## src/vmei_pkg.sv

```systemverilog
package vmei_pkg;

	// ---------------------------------------------------------------
	// field selectors of the control-structure access port
	// ---------------------------------------------------------------
	typedef enum logic [2:0]
	{
		FLD_ENTRY_CTRL = 3'h0,
		FLD_LOAD_COUNT = 3'h1,
		FLD_LOAD_ADDR = 3'h2,
		FLD_INJ_INFO = 3'h3,
		FLD_INJ_ERRCODE = 3'h4,
		FLD_INJ_ILEN = 3'h5,
		FLD_EXIT_REASON = 3'h6,
		FLD_EXIT_QUAL = 3'h7
	} vmei_field_t;

	// ---------------------------------------------------------------
	// entry control vector bits
	// ---------------------------------------------------------------
	localparam int CTL_LONG_GUEST_BIT = 9;
	localparam int CTL_MGMT_ENTRY_BIT = 10;
	localparam int CTL_DUAL_OFF_BIT = 11;

	// ---------------------------------------------------------------
	// injection information layout
	// ---------------------------------------------------------------
	localparam int INFO_VEC_MSB = 7;
	localparam int INFO_TYPE_LSB = 8;
	localparam int INFO_TYPE_MSB = 10;
	localparam int INFO_ERR_BIT = 11;
	localparam int INFO_RSV_LSB = 12;
	localparam int INFO_RSV_MSB = 30;
	localparam int INFO_VALID_BIT = 31;

	typedef enum logic [2:0]
	{
		ITYPE_EXT_INT = 3'h0,
		ITYPE_RSV1 = 3'h1,
		ITYPE_NMI = 3'h2,
		ITYPE_HW_EXC = 3'h3,
		ITYPE_SW_INT = 3'h4,
		ITYPE_PRIV_SW_EXC = 3'h5,
		ITYPE_SW_EXC = 3'h6,
		ITYPE_RSV7 = 3'h7
	} vmei_itype_t;

	// ---------------------------------------------------------------
	// exit reason layout
	// ---------------------------------------------------------------
	localparam int REASON_BASIC_MSB = 15;
	localparam int REASON_ROOT_BIT = 29;
	localparam int REASON_FAIL_BIT = 31;

	// ---------------------------------------------------------------
	// load area: 16-byte entries fetched as two 64-bit words
	// ---------------------------------------------------------------
	localparam logic [63:0] LOAD_WORD_STEP = 64'h8;
	localparam logic [63:0] LOAD_ALIGN_MASK = 64'hf;
	localparam logic [63:0] QUAL_NARROW_MASK = 64'h0000_0000_ffff_ffff;

	// ---------------------------------------------------------------
	// reset values
	// ---------------------------------------------------------------
	localparam logic [31:0] CTRL_RST = 32'h0;
	localparam logic [31:0] WORD_RST = 32'h0;
	localparam logic [63:0] QUAD_RST = 64'h0;

endpackage

```

## src/vmei_inj_decode.sv

```systemverilog
`timescale 1ns/1ns
`default_nettype none

module vmei_inj_decode
(
	input wire logic [31:0] info_i,
	output logic valid_o,
	output logic [7:0] vector_o,
	output vmei_pkg::vmei_itype_t type_o,
	output logic push_err_o,
	output logic uses_ilen_o,
	output logic malformed_o
);

	always_comb
	begin
		valid_o = info_i[vmei_pkg::INFO_VALID_BIT];
		vector_o = info_i[vmei_pkg::INFO_VEC_MSB:0];
		type_o = vmei_pkg::vmei_itype_t'(info_i[vmei_pkg::INFO_TYPE_MSB:vmei_pkg::INFO_TYPE_LSB]);
		// error code is only consulted on a valid event with the push bit
		push_err_o = valid_o && info_i[vmei_pkg::INFO_ERR_BIT];
		uses_ilen_o = 1'b0;
		malformed_o = 1'b0;
		case (type_o)
			vmei_pkg::ITYPE_SW_INT,
			vmei_pkg::ITYPE_PRIV_SW_EXC,
			vmei_pkg::ITYPE_SW_EXC:
				uses_ilen_o = 1'b1;
			vmei_pkg::ITYPE_RSV1,
			vmei_pkg::ITYPE_RSV7:
				malformed_o = 1'b1;
			default:
				uses_ilen_o = 1'b0;
		endcase
		if (info_i[vmei_pkg::INFO_RSV_MSB:vmei_pkg::INFO_RSV_LSB] != 19'h0)
			malformed_o = 1'b1;
		malformed_o = malformed_o && valid_o;
	end

endmodule

`default_nettype wire

```

## src/vmei_core.sv

```systemverilog
`timescale 1ns/1ns
`default_nettype none

// How it works
// - bit 9 copied into both long-mode flags
// - bit 10 enters management mode, zero outside
// - bit 11 deactivates dual treatment, zero outside
// - wrong reserved control bits fail entry
// - walk count 16-byte entries at address
// - entry: index low, data high quadword
// - injection is last, after all loads
// - bits 7:0 select the vector
// - decode type, reserved values and bits
// - bit 11 pushes an error code
// - inject only when valid bit set
// - error code used only valid plus push
// - software types use the instruction length
// - every exit clears the valid bit
// - exit fields read-only, writes fail
// - reason basic cause, reserved bits zero
// - bit 29 marks exit from root
// - bit 31 marks entry failure
// - qualification recorded, 32 bits without extension
module vmei_core
#(
	parameter bit LONG_MODE_SUPPORTED = 1'b1,
	parameter logic [31:0] CTL_MUST_BE_ONE = 32'h0000_0000,
	parameter logic [31:0] CTL_MAY_BE_ONE = 32'h0000_0e00
)
(
	input wire logic clk_i,
	input wire logic srst_i,
	input wire logic fld_wr_i,
	input wire logic fld_rd_i,
	input wire vmei_pkg::vmei_field_t fld_sel_i,
	input wire logic [63:0] fld_wdata_i,
	output logic [63:0] fld_rdata_o,
	output logic fld_rvalid_o,
	output logic fld_wfail_o,
	input wire logic entry_start_i,
	input wire logic in_mgmt_mode_i,
	output logic entry_done_o,
	output logic entry_fail_o,
	output logic long_mode_active_o,
	output logic long_mode_enable_o,
	output logic mgmt_mode_o,
	output logic dual_off_o,
	output logic mem_rd_o,
	output logic [63:0] mem_addr_o,
	input wire logic mem_ack_i,
	input wire logic [63:0] mem_rdata_i,
	output logic reg_load_o,
	output logic [31:0] reg_load_index_o,
	output logic [63:0] reg_load_data_o,
	output logic inject_o,
	output logic [7:0] inject_vector_o,
	output logic [2:0] inject_type_o,
	output logic inject_push_err_o,
	output logic [31:0] inject_err_code_o,
	output logic [31:0] inject_ilen_o,
	input wire logic exit_i,
	input wire logic [15:0] exit_basic_i,
	input wire logic exit_from_root_i,
	input wire logic exit_entry_fail_i,
	input wire logic [63:0] exit_qual_i,
	output logic [31:0] exit_reason_o
);

	typedef enum logic [1:0]
	{
		ST_IDLE = 2'h0,
		ST_LOAD_LO = 2'h1,
		ST_LOAD_HI = 2'h2,
		ST_INJECT = 2'h3
	} vmei_state_t;

	// ---------------------------------------------------------------
	// control-structure fields
	// ---------------------------------------------------------------
	logic [31:0] ctrl_q, ctrl_d, count_q, count_d, info_q, info_d;
	logic [31:0] errc_q, errc_d, ilen_q, ilen_d, reason_q, reason_d;
	logic [63:0] laddr_q, laddr_d, qual_q, qual_d, rdata_q, rdata_d;
	logic rvalid_q, rvalid_d, wfail_q, wfail_d;

	always_comb
	begin
		ctrl_d = ctrl_q;
		count_d = count_q;
		laddr_d = laddr_q;
		info_d = info_q;
		errc_d = errc_q;
		ilen_d = ilen_q;
		reason_d = reason_q;
		qual_d = qual_q;
		wfail_d = 1'b0;
		if (fld_wr_i)
		begin
			case (fld_sel_i)
				vmei_pkg::FLD_ENTRY_CTRL: ctrl_d = fld_wdata_i[31:0];
				vmei_pkg::FLD_LOAD_COUNT: count_d = fld_wdata_i[31:0];
				vmei_pkg::FLD_LOAD_ADDR: laddr_d = fld_wdata_i;
				vmei_pkg::FLD_INJ_INFO: info_d = fld_wdata_i[31:0];
				vmei_pkg::FLD_INJ_ERRCODE: errc_d = fld_wdata_i[31:0];
				vmei_pkg::FLD_INJ_ILEN: ilen_d = fld_wdata_i[31:0];
				default: wfail_d = 1'b1;
			endcase
		end
		if (exit_i)
		begin
			// the exit's valid-bit clear beats a same-cycle software write to the info field; its other bits still land
			info_d[vmei_pkg::INFO_VALID_BIT] = 1'b0;
			reason_d = 32'h0;
			reason_d[vmei_pkg::REASON_BASIC_MSB:0] = exit_basic_i;
			reason_d[vmei_pkg::REASON_ROOT_BIT] = exit_from_root_i;
			reason_d[vmei_pkg::REASON_FAIL_BIT] = exit_entry_fail_i;
			qual_d = LONG_MODE_SUPPORTED ? exit_qual_i
				: (exit_qual_i & vmei_pkg::QUAL_NARROW_MASK);
		end
		rvalid_d = fld_rd_i;
		case (fld_sel_i)
			vmei_pkg::FLD_ENTRY_CTRL: rdata_d = {32'h0, ctrl_q};
			vmei_pkg::FLD_LOAD_COUNT: rdata_d = {32'h0, count_q};
			vmei_pkg::FLD_LOAD_ADDR: rdata_d = laddr_q;
			vmei_pkg::FLD_INJ_INFO: rdata_d = {32'h0, info_q};
			vmei_pkg::FLD_INJ_ERRCODE: rdata_d = {32'h0, errc_q};
			vmei_pkg::FLD_INJ_ILEN: rdata_d = {32'h0, ilen_q};
			vmei_pkg::FLD_EXIT_REASON: rdata_d = {32'h0, reason_q};
			default: rdata_d = qual_q;
		endcase
		if (!fld_rd_i)
			rdata_d = rdata_q;
	end

	always_ff @(posedge clk_i)
	begin
		if (srst_i)
		begin
			ctrl_q <= vmei_pkg::CTRL_RST;
			count_q <= vmei_pkg::WORD_RST;
			laddr_q <= vmei_pkg::QUAD_RST;
			info_q <= vmei_pkg::WORD_RST;
			errc_q <= vmei_pkg::WORD_RST;
			ilen_q <= vmei_pkg::WORD_RST;
			reason_q <= vmei_pkg::WORD_RST;
			qual_q <= vmei_pkg::QUAD_RST;
			rdata_q <= vmei_pkg::QUAD_RST;
			rvalid_q <= 1'b0;
			wfail_q <= 1'b0;
		end
		else
		begin
			ctrl_q <= ctrl_d;
			count_q <= count_d;
			laddr_q <= laddr_d;
			info_q <= info_d;
			errc_q <= errc_d;
			ilen_q <= ilen_d;
			reason_q <= reason_d;
			qual_q <= qual_d;
			rdata_q <= rdata_d;
			rvalid_q <= rvalid_d;
			wfail_q <= wfail_d;
		end
	end

	assign fld_rdata_o = rdata_q;
	assign fld_rvalid_o = rvalid_q;
	assign fld_wfail_o = wfail_q;
	assign exit_reason_o = reason_q;

	// ---------------------------------------------------------------
	// entry checks and injection decode
	// ---------------------------------------------------------------
	logic inj_valid, inj_push, inj_ilen, inj_bad, ctl_bad;
	logic [7:0] inj_vec;
	vmei_pkg::vmei_itype_t inj_type;

	vmei_inj_decode u_decode
	(
		.info_i(info_q),
		.valid_o(inj_valid),
		.vector_o(inj_vec),
		.type_o(inj_type),
		.push_err_o(inj_push),
		.uses_ilen_o(inj_ilen),
		.malformed_o(inj_bad)
	);

	always_comb
	begin
		ctl_bad = ((ctrl_q & CTL_MUST_BE_ONE) != CTL_MUST_BE_ONE)
			|| ((ctrl_q & ~CTL_MAY_BE_ONE) != 32'h0);
		if (!LONG_MODE_SUPPORTED && ctrl_q[vmei_pkg::CTL_LONG_GUEST_BIT])
			ctl_bad = 1'b1;
		if (!in_mgmt_mode_i && (ctrl_q[vmei_pkg::CTL_MGMT_ENTRY_BIT]
			|| ctrl_q[vmei_pkg::CTL_DUAL_OFF_BIT]))
			ctl_bad = 1'b1;
		// a misaligned load area would fetch torn entries, so refuse it
		if (count_q != 32'h0 && (laddr_q & vmei_pkg::LOAD_ALIGN_MASK) != 64'h0)
			ctl_bad = 1'b1;
		ctl_bad = ctl_bad || inj_bad;
	end

	// ---------------------------------------------------------------
	// entry sequencer
	// ---------------------------------------------------------------
	vmei_state_t state_q, state_d;
	logic [31:0] left_q, left_d, idx_q, idx_d;
	logic [63:0] addr_q, addr_d, ldata_q, ldata_d;
	logic lma_q, lma_d, mgmt_q, mgmt_d, dual_q, dual_d;
	logic done_q, done_d, fail_q, fail_d, load_q, load_d, inj_q, inj_d;
	logic [7:0] ivec_q, ivec_d;
	logic [2:0] itype_q, itype_d;
	logic ipush_q, ipush_d;
	logic [31:0] ierr_q, ierr_d, iilen_q, iilen_d;

	always_comb
	begin
		state_d = state_q;
		left_d = left_q;
		idx_d = idx_q;
		addr_d = addr_q;
		ldata_d = ldata_q;
		lma_d = lma_q;
		mgmt_d = mgmt_q;
		dual_d = dual_q;
		ivec_d = ivec_q;
		itype_d = itype_q;
		ipush_d = ipush_q;
		ierr_d = ierr_q;
		iilen_d = iilen_q;
		done_d = 1'b0;
		fail_d = 1'b0;
		load_d = 1'b0;
		inj_d = 1'b0;
		case (state_q)
			ST_IDLE:
				if (entry_start_i)
				begin
					if (ctl_bad)
						fail_d = 1'b1;
					else
					begin
						lma_d = ctrl_q[vmei_pkg::CTL_LONG_GUEST_BIT];
						mgmt_d = ctrl_q[vmei_pkg::CTL_MGMT_ENTRY_BIT];
						dual_d = ctrl_q[vmei_pkg::CTL_DUAL_OFF_BIT];
						addr_d = laddr_q;
						left_d = count_q;
						state_d = (count_q == 32'h0) ? ST_INJECT : ST_LOAD_LO;
					end
				end
			ST_LOAD_LO:
				if (mem_ack_i)
				begin
					idx_d = mem_rdata_i[31:0];
					addr_d = addr_q + vmei_pkg::LOAD_WORD_STEP;
					state_d = ST_LOAD_HI;
				end
			ST_LOAD_HI:
				if (mem_ack_i)
				begin
					ldata_d = mem_rdata_i;
					load_d = 1'b1;
					addr_d = addr_q + vmei_pkg::LOAD_WORD_STEP;
					left_d = left_q - 32'h1;
					state_d = (left_q == 32'h1) ? ST_INJECT : ST_LOAD_LO;
				end
			ST_INJECT:
			begin
				// reached in the same cycle the last register load goes out on reg_load_o, or straight from idle when the load count is zero
				inj_d = inj_valid;
				ivec_d = inj_vec;
				itype_d = inj_type;
				ipush_d = inj_push;
				ierr_d = inj_push ? errc_q : 32'h0;
				iilen_d = (inj_valid && inj_ilen) ? ilen_q : 32'h0;
				done_d = 1'b1;
				state_d = ST_IDLE;
			end
			default:
				state_d = ST_IDLE;
		endcase
	end

	always_ff @(posedge clk_i)
	begin
		if (srst_i)
		begin
			state_q <= ST_IDLE;
			left_q <= vmei_pkg::WORD_RST;
			idx_q <= vmei_pkg::WORD_RST;
			addr_q <= vmei_pkg::QUAD_RST;
			ldata_q <= vmei_pkg::QUAD_RST;
			lma_q <= 1'b0;
			mgmt_q <= 1'b0;
			dual_q <= 1'b0;
			ivec_q <= 8'h0;
			itype_q <= 3'h0;
			ipush_q <= 1'b0;
			ierr_q <= vmei_pkg::WORD_RST;
			iilen_q <= vmei_pkg::WORD_RST;
			done_q <= 1'b0;
			fail_q <= 1'b0;
			load_q <= 1'b0;
			inj_q <= 1'b0;
		end
		else
		begin
			state_q <= state_d;
			left_q <= left_d;
			idx_q <= idx_d;
			addr_q <= addr_d;
			ldata_q <= ldata_d;
			lma_q <= lma_d;
			mgmt_q <= mgmt_d;
			dual_q <= dual_d;
			ivec_q <= ivec_d;
			itype_q <= itype_d;
			ipush_q <= ipush_d;
			ierr_q <= ierr_d;
			iilen_q <= iilen_d;
			done_q <= done_d;
			fail_q <= fail_d;
			load_q <= load_d;
			inj_q <= inj_d;
		end
	end

	assign mem_rd_o = (state_q == ST_LOAD_LO) || (state_q == ST_LOAD_HI);
	assign mem_addr_o = addr_q;
	// both flags carry one flop: paging is always on, so they never differ
	assign long_mode_active_o = lma_q;
	assign long_mode_enable_o = lma_q;
	assign mgmt_mode_o = mgmt_q;
	assign dual_off_o = dual_q;
	assign reg_load_o = load_q;
	assign reg_load_index_o = idx_q;
	assign reg_load_data_o = ldata_q;
	assign inject_o = inj_q;
	assign inject_vector_o = ivec_q;
	assign inject_type_o = itype_q;
	assign inject_push_err_o = ipush_q;
	assign inject_err_code_o = ierr_q;
	assign inject_ilen_o = iilen_q;
	assign entry_done_o = done_q;
	assign entry_fail_o = fail_q;
endmodule

`default_nettype wire

```

## config.mk

```make
export PLATFORM = sky130hd
export DESIGN_NAME = vmei_core
export DESIGN_NICKNAME = d
export VERILOG_FILES = /design/src/vmei_pkg.sv /design/src/vmei_inj_decode.sv /design/src/vmei_core.sv
export SDC_FILE = /design/constraint.sdc
export NUM_CORES = 1
export LEC_CHECK = 0
export BUFFER_PORTS_ARGS = -buffer_cell sky130_fd_sc_hd__buf_2
export CAP_MARGIN = 20
export CELL_PAD_IN_SITES_DETAIL_PLACEMENT = 0
export CELL_PAD_IN_SITES_GLOBAL_PLACEMENT = 1
export CORE_MARGIN = 5
export CORE_UTILIZATION = 35
export CTS_CLUSTER_SIZE = 10
export DETAILED_ROUTE_END_ITERATION = 8
export PLACE_DENSITY_LB_ADDON = 0.1
export SLEW_MARGIN = 20
export SYNTH_ARGS = -nofsm -noshare
export SYNTH_HDL_FRONTEND = slang
export SYNTH_HIERARCHICAL = 1
export SYNTH_SLANG_ARGS = --single-unit
```

## constraint.sdc

```tcl
create_clock -name clk_i -period 3.5 [get_ports clk_i]
set_clock_uncertainty 0.1 [all_clocks]
set_input_delay 0.7 -clock clk_i [delete_from_list [all_inputs] [get_ports clk_i]]
set_output_delay 0.7 -clock clk_i [all_outputs]
set_load 0.02 [all_outputs]
```

==> results.yml <==
status:
  status: "finished, final reports clean"
setup_path:
  cp-start-kind: "flop"
  reg2regPathDepth: 11
  crit_type: "reg -> reg"
  r2r_slack_ns: 0.09
  end_kind: "flop"
  rr_endpoint: "left_q[1]"
  worstPathMaxFanout: 22
  reg2reg_from: "info_q[17]"
  crit_required_ns: 3.94
  arrival_ns: 3.85
clock_network:
  clock-sinks: 649
  clock_latency_ns: 0.63
  htree_num_levels: 3
  numCtsBuffers: 78
  cts.clk_slew.worst_paths_ns: 0.05
  cts_tree: "built"
  holdBufCountCts: 0
  root_buffer: "clkbuf_16"
  clockBufferDepth: 3
sta:
  drv_slew: 0
  slew_headroom_pct: 39.7
  fin_setup_tns_ns: 0
  setup_violations: 0
  rsz0062_at_grt: "no"
  fin_crit_sh_pct: 97.4
  max_freq_mhz: 293
  fin_crit_ns: 3.41
  worst_pin_slew_ns: 0.904
  holdWs_ns: 0.202
  hold_viol: 0
drt:
  drt_iter0_drc: 2154
  drc: 0
  vias: 26700
  vias_per_cell: 5.33
  routed_wl_um: 116000
  ant_nets: 0
  wl_per_cell_um: 23.0
  drt-pass1-iter-count: 5
grt:
  antenna_found_initial: 8
  grt_pass1_wl_um: 170000
  grt_usage_pct: 25.6
  grt-ovfl-total: 0
  grt_max_degree: 112
  grt_pass1_vias: 25900
placement:
  placed_cell_area_mm2: 0.0318
  globalplace.congestion: 0.852
  dp_hpwl_um: 82600
  numPortBuffers: 549
layout:
  nFillCells: 8245
  drive_above_1_share_pct: 20.3
  final_nets: 4160
  fin_area_mm2: 0.0341
  fin_util_pct: 43.2
  area_growth_pct: 22.2
yosys:
  synth_edf_count: 0
  synth_ff_type: "dfxtp_1"
  synth_cells: 3496
  syn_area_mm2: 0.0279
  async_flop_share_pct: 0
  yosysSeqAreaShare_pct: 46.5
  postSynthAreaPerCell_um2: 7.99
  synth_warnings: 6
  synth_cell_types: 69
  synth-seq-cells: 649
power_and_ir_drop:
  p_clk_share_pct: 35.9
  power.density_mw_per_mm2: 620
  p_int_mw: 14.0
  p_comb_share_pct: 25.2
  vdd_drop_max_v: 0.000381
  pwr-share-seq_pct: 38.9
  leakagePower_nw: 13.3
  swShare_pct: 33.9
  switching_power_mw: 7.17
floorplan:
  fp.dieH_um: 292
  die_area_mm2: 0.0855
  ioPinCount: 564
  die_w_um: 292
  num_rows: 103
  initial_core_util_pct: 35.3
  core_mm2: 0.0790
min_path:
  worstHoldStart: "exit_qual_i[55]"
  holdPathStages: 3
  hold_class: "in -> reg"
  min_to: "qual_q[55]"
run:
  cap_viol_max_count: 0
==> cells by family (layout without fill, tap and decap cells) <==
family / count (synthesis) / in the layout / synth area share (%)
other cells: 1 / 18 / 0.0134
compound gates: 927 / 927 / 19.7
fa+ha+maj: 7 / 7 / 0.314
mux: 154 / 154 / 6.13
flops: 649 / 649 / 46.5
buf+inv: 333 / 786 / 4.87
simple gates: 1424 / 1424 / 22.4
xor+xnor: 1 / 1 / 0.0314
==> sequential cells by signal, indices dropped and copies added (netlist names), 32 cells and up <==
name / cells
reg_load_index_o: 32
reg_load_data_o: 64
inject_ilen_o: 32
mem_addr_o: 64
ilen_q: 32
inject_err_code_o: 32
info_q: 32
ctrl_q: 32
laddr_q: 64
fld_rdata_o: 64
errc_q: 32
count_q: 32
qual_q: 64
left_q: 32
==> cell type report <==
cell class / instances / area, um2 / share of cell area [%]
clock inverter: 8 / 139 / 0.407
clock buffer: 102 / 2140 / 6.28
inverter: 30 / 113 / 0.330
antenna: 4 / 10.0 / 0.0293
sequential: 649 / 13000 / 38.1
tap: 1050 / 1310 / 3.85
multi-input combinational: 2527 / 13700 / 40.1
timing repair buffer: 646 / 3710 / 10.9
==> layer usage <==
layer	part of all wire, %	vias to the layer above	global-route usage [%]
met3	5.1	177	4.12
met1	43	12700	33.0
met4	3.6	4	9.13
li1	-	13000	-
met5	0.012	-	0
met2	49	798	43.5
==> worst max path at each step <==
stage          startpoint             end  slack, ns  depth (start not counted)
2_1_floorplan  info_q[17]      left_q[27]       0.59                         10
3_3_place_gp   info_q[12]  mem_addr_o[63]       0.30                         11
3_5_place_dp   info_q[17]  mem_addr_o[63]       0.14                         11
4_1_cts        info_q[17]  mem_addr_o[63]       0.12                         11
5_1_grt        info_q[12]  mem_addr_o[25]       0.01                         11
6_report       info_q[17]       left_q[1]       0.09                         11
==> stage by stage <==
stage	setup WS, ns	power (mW)	instances
CTS	0.122	21.3	5010
finish	0.0894	21.1	5016
detailed placement	0.136	13.7	4900
global route	0.0127	22.1	5015
global placement	0.299	13.7	4900
floorplan	0.590	11.7	3509
==> cells in the final DEF (no fill, tap or decap), types with 17 or more instances in the layout <==
cell type,Yosys,routed
nand2_1,799,797
dfxtp_1,649,649
o211ai_1,26,26
nor2b_1,55,55
nand4_1,36,36
buf_2,7,545
a211oi_1,50,50
nand3_1,77,77
nor2_1,248,242
buf_12,0,17
mux2i_1,127,127
nand2b_1,61,61
o221ai_1,17,17
a31oi_1,17,17
o21ai_0,89,89
nor3_1,34,34
a22oi_1,42,42
inv_1,28,28
o32ai_1,37,37
a21oi_1,539,538
nor4_1,41,40
o22ai_1,19,19
buf_4,27,83
clkbuf_16,0,79
and3_1,17,17
==> worst max-delay path, stage by stage, from the launching register on <==
cell and delay (ns):
dfxtp_1 0.31, or4_1 0.53, a211oi_1 0.35, a41oi_1 0.20, nor4_1 0.21, nand4_1 0.30, buf_4 0.25, nor4_1 0.29
a22oi_1 0.10, buf_4 0.26, a211o_1 0.29, a21oi_1 0.13
==> cells in the mapped netlist, types with 42 or more instances <==
| cell type | count | area, um2 |
|---|---|---|
| nand2_1 | 799 | 3000 |
| dfxtp_1 | 649 | 13000 |
| a21oi_1 | 539 | 2700 |
| clkbuf_1 | 249 | 935 |
| nor2_1 | 248 | 931 |
| mux2i_1 | 127 | 1270 |
| o21ai_0 | 89 | 445 |
| nand3_1 | 77 | 385 |
| nand2b_1 | 61 | 382 |
| nor2b_1 | 55 | 344 |
| a211oi_1 | 50 | 375 |
| a22oi_1 | 42 | 315 |
==> power by group through the flow <==
| stage | combinational [mW] | clock [mW] | sequential, mW |
|---|---|---|---|
| floorplan | 3.12 | 0 | 8.57 |
| global placement | 5.33 | 0 | 8.39 |
| detailed placement | 5.31 | 0 | 8.39 |
| CTS | 5.32 | 7.78 | 8.23 |
| global route | 5.80 | 8.06 | 8.29 |
| finish | 5.33 | 7.58 | 8.23 |
==> what timing repair did <==
item,4_1_cts,5_1_grt
hold endpoints to repair,0,0
buffers inserted,0,2
gates resized for setup,0,0
endpoints found under the setup margin,0,9
No activity file was read; power rests on OpenSTA's default activity.
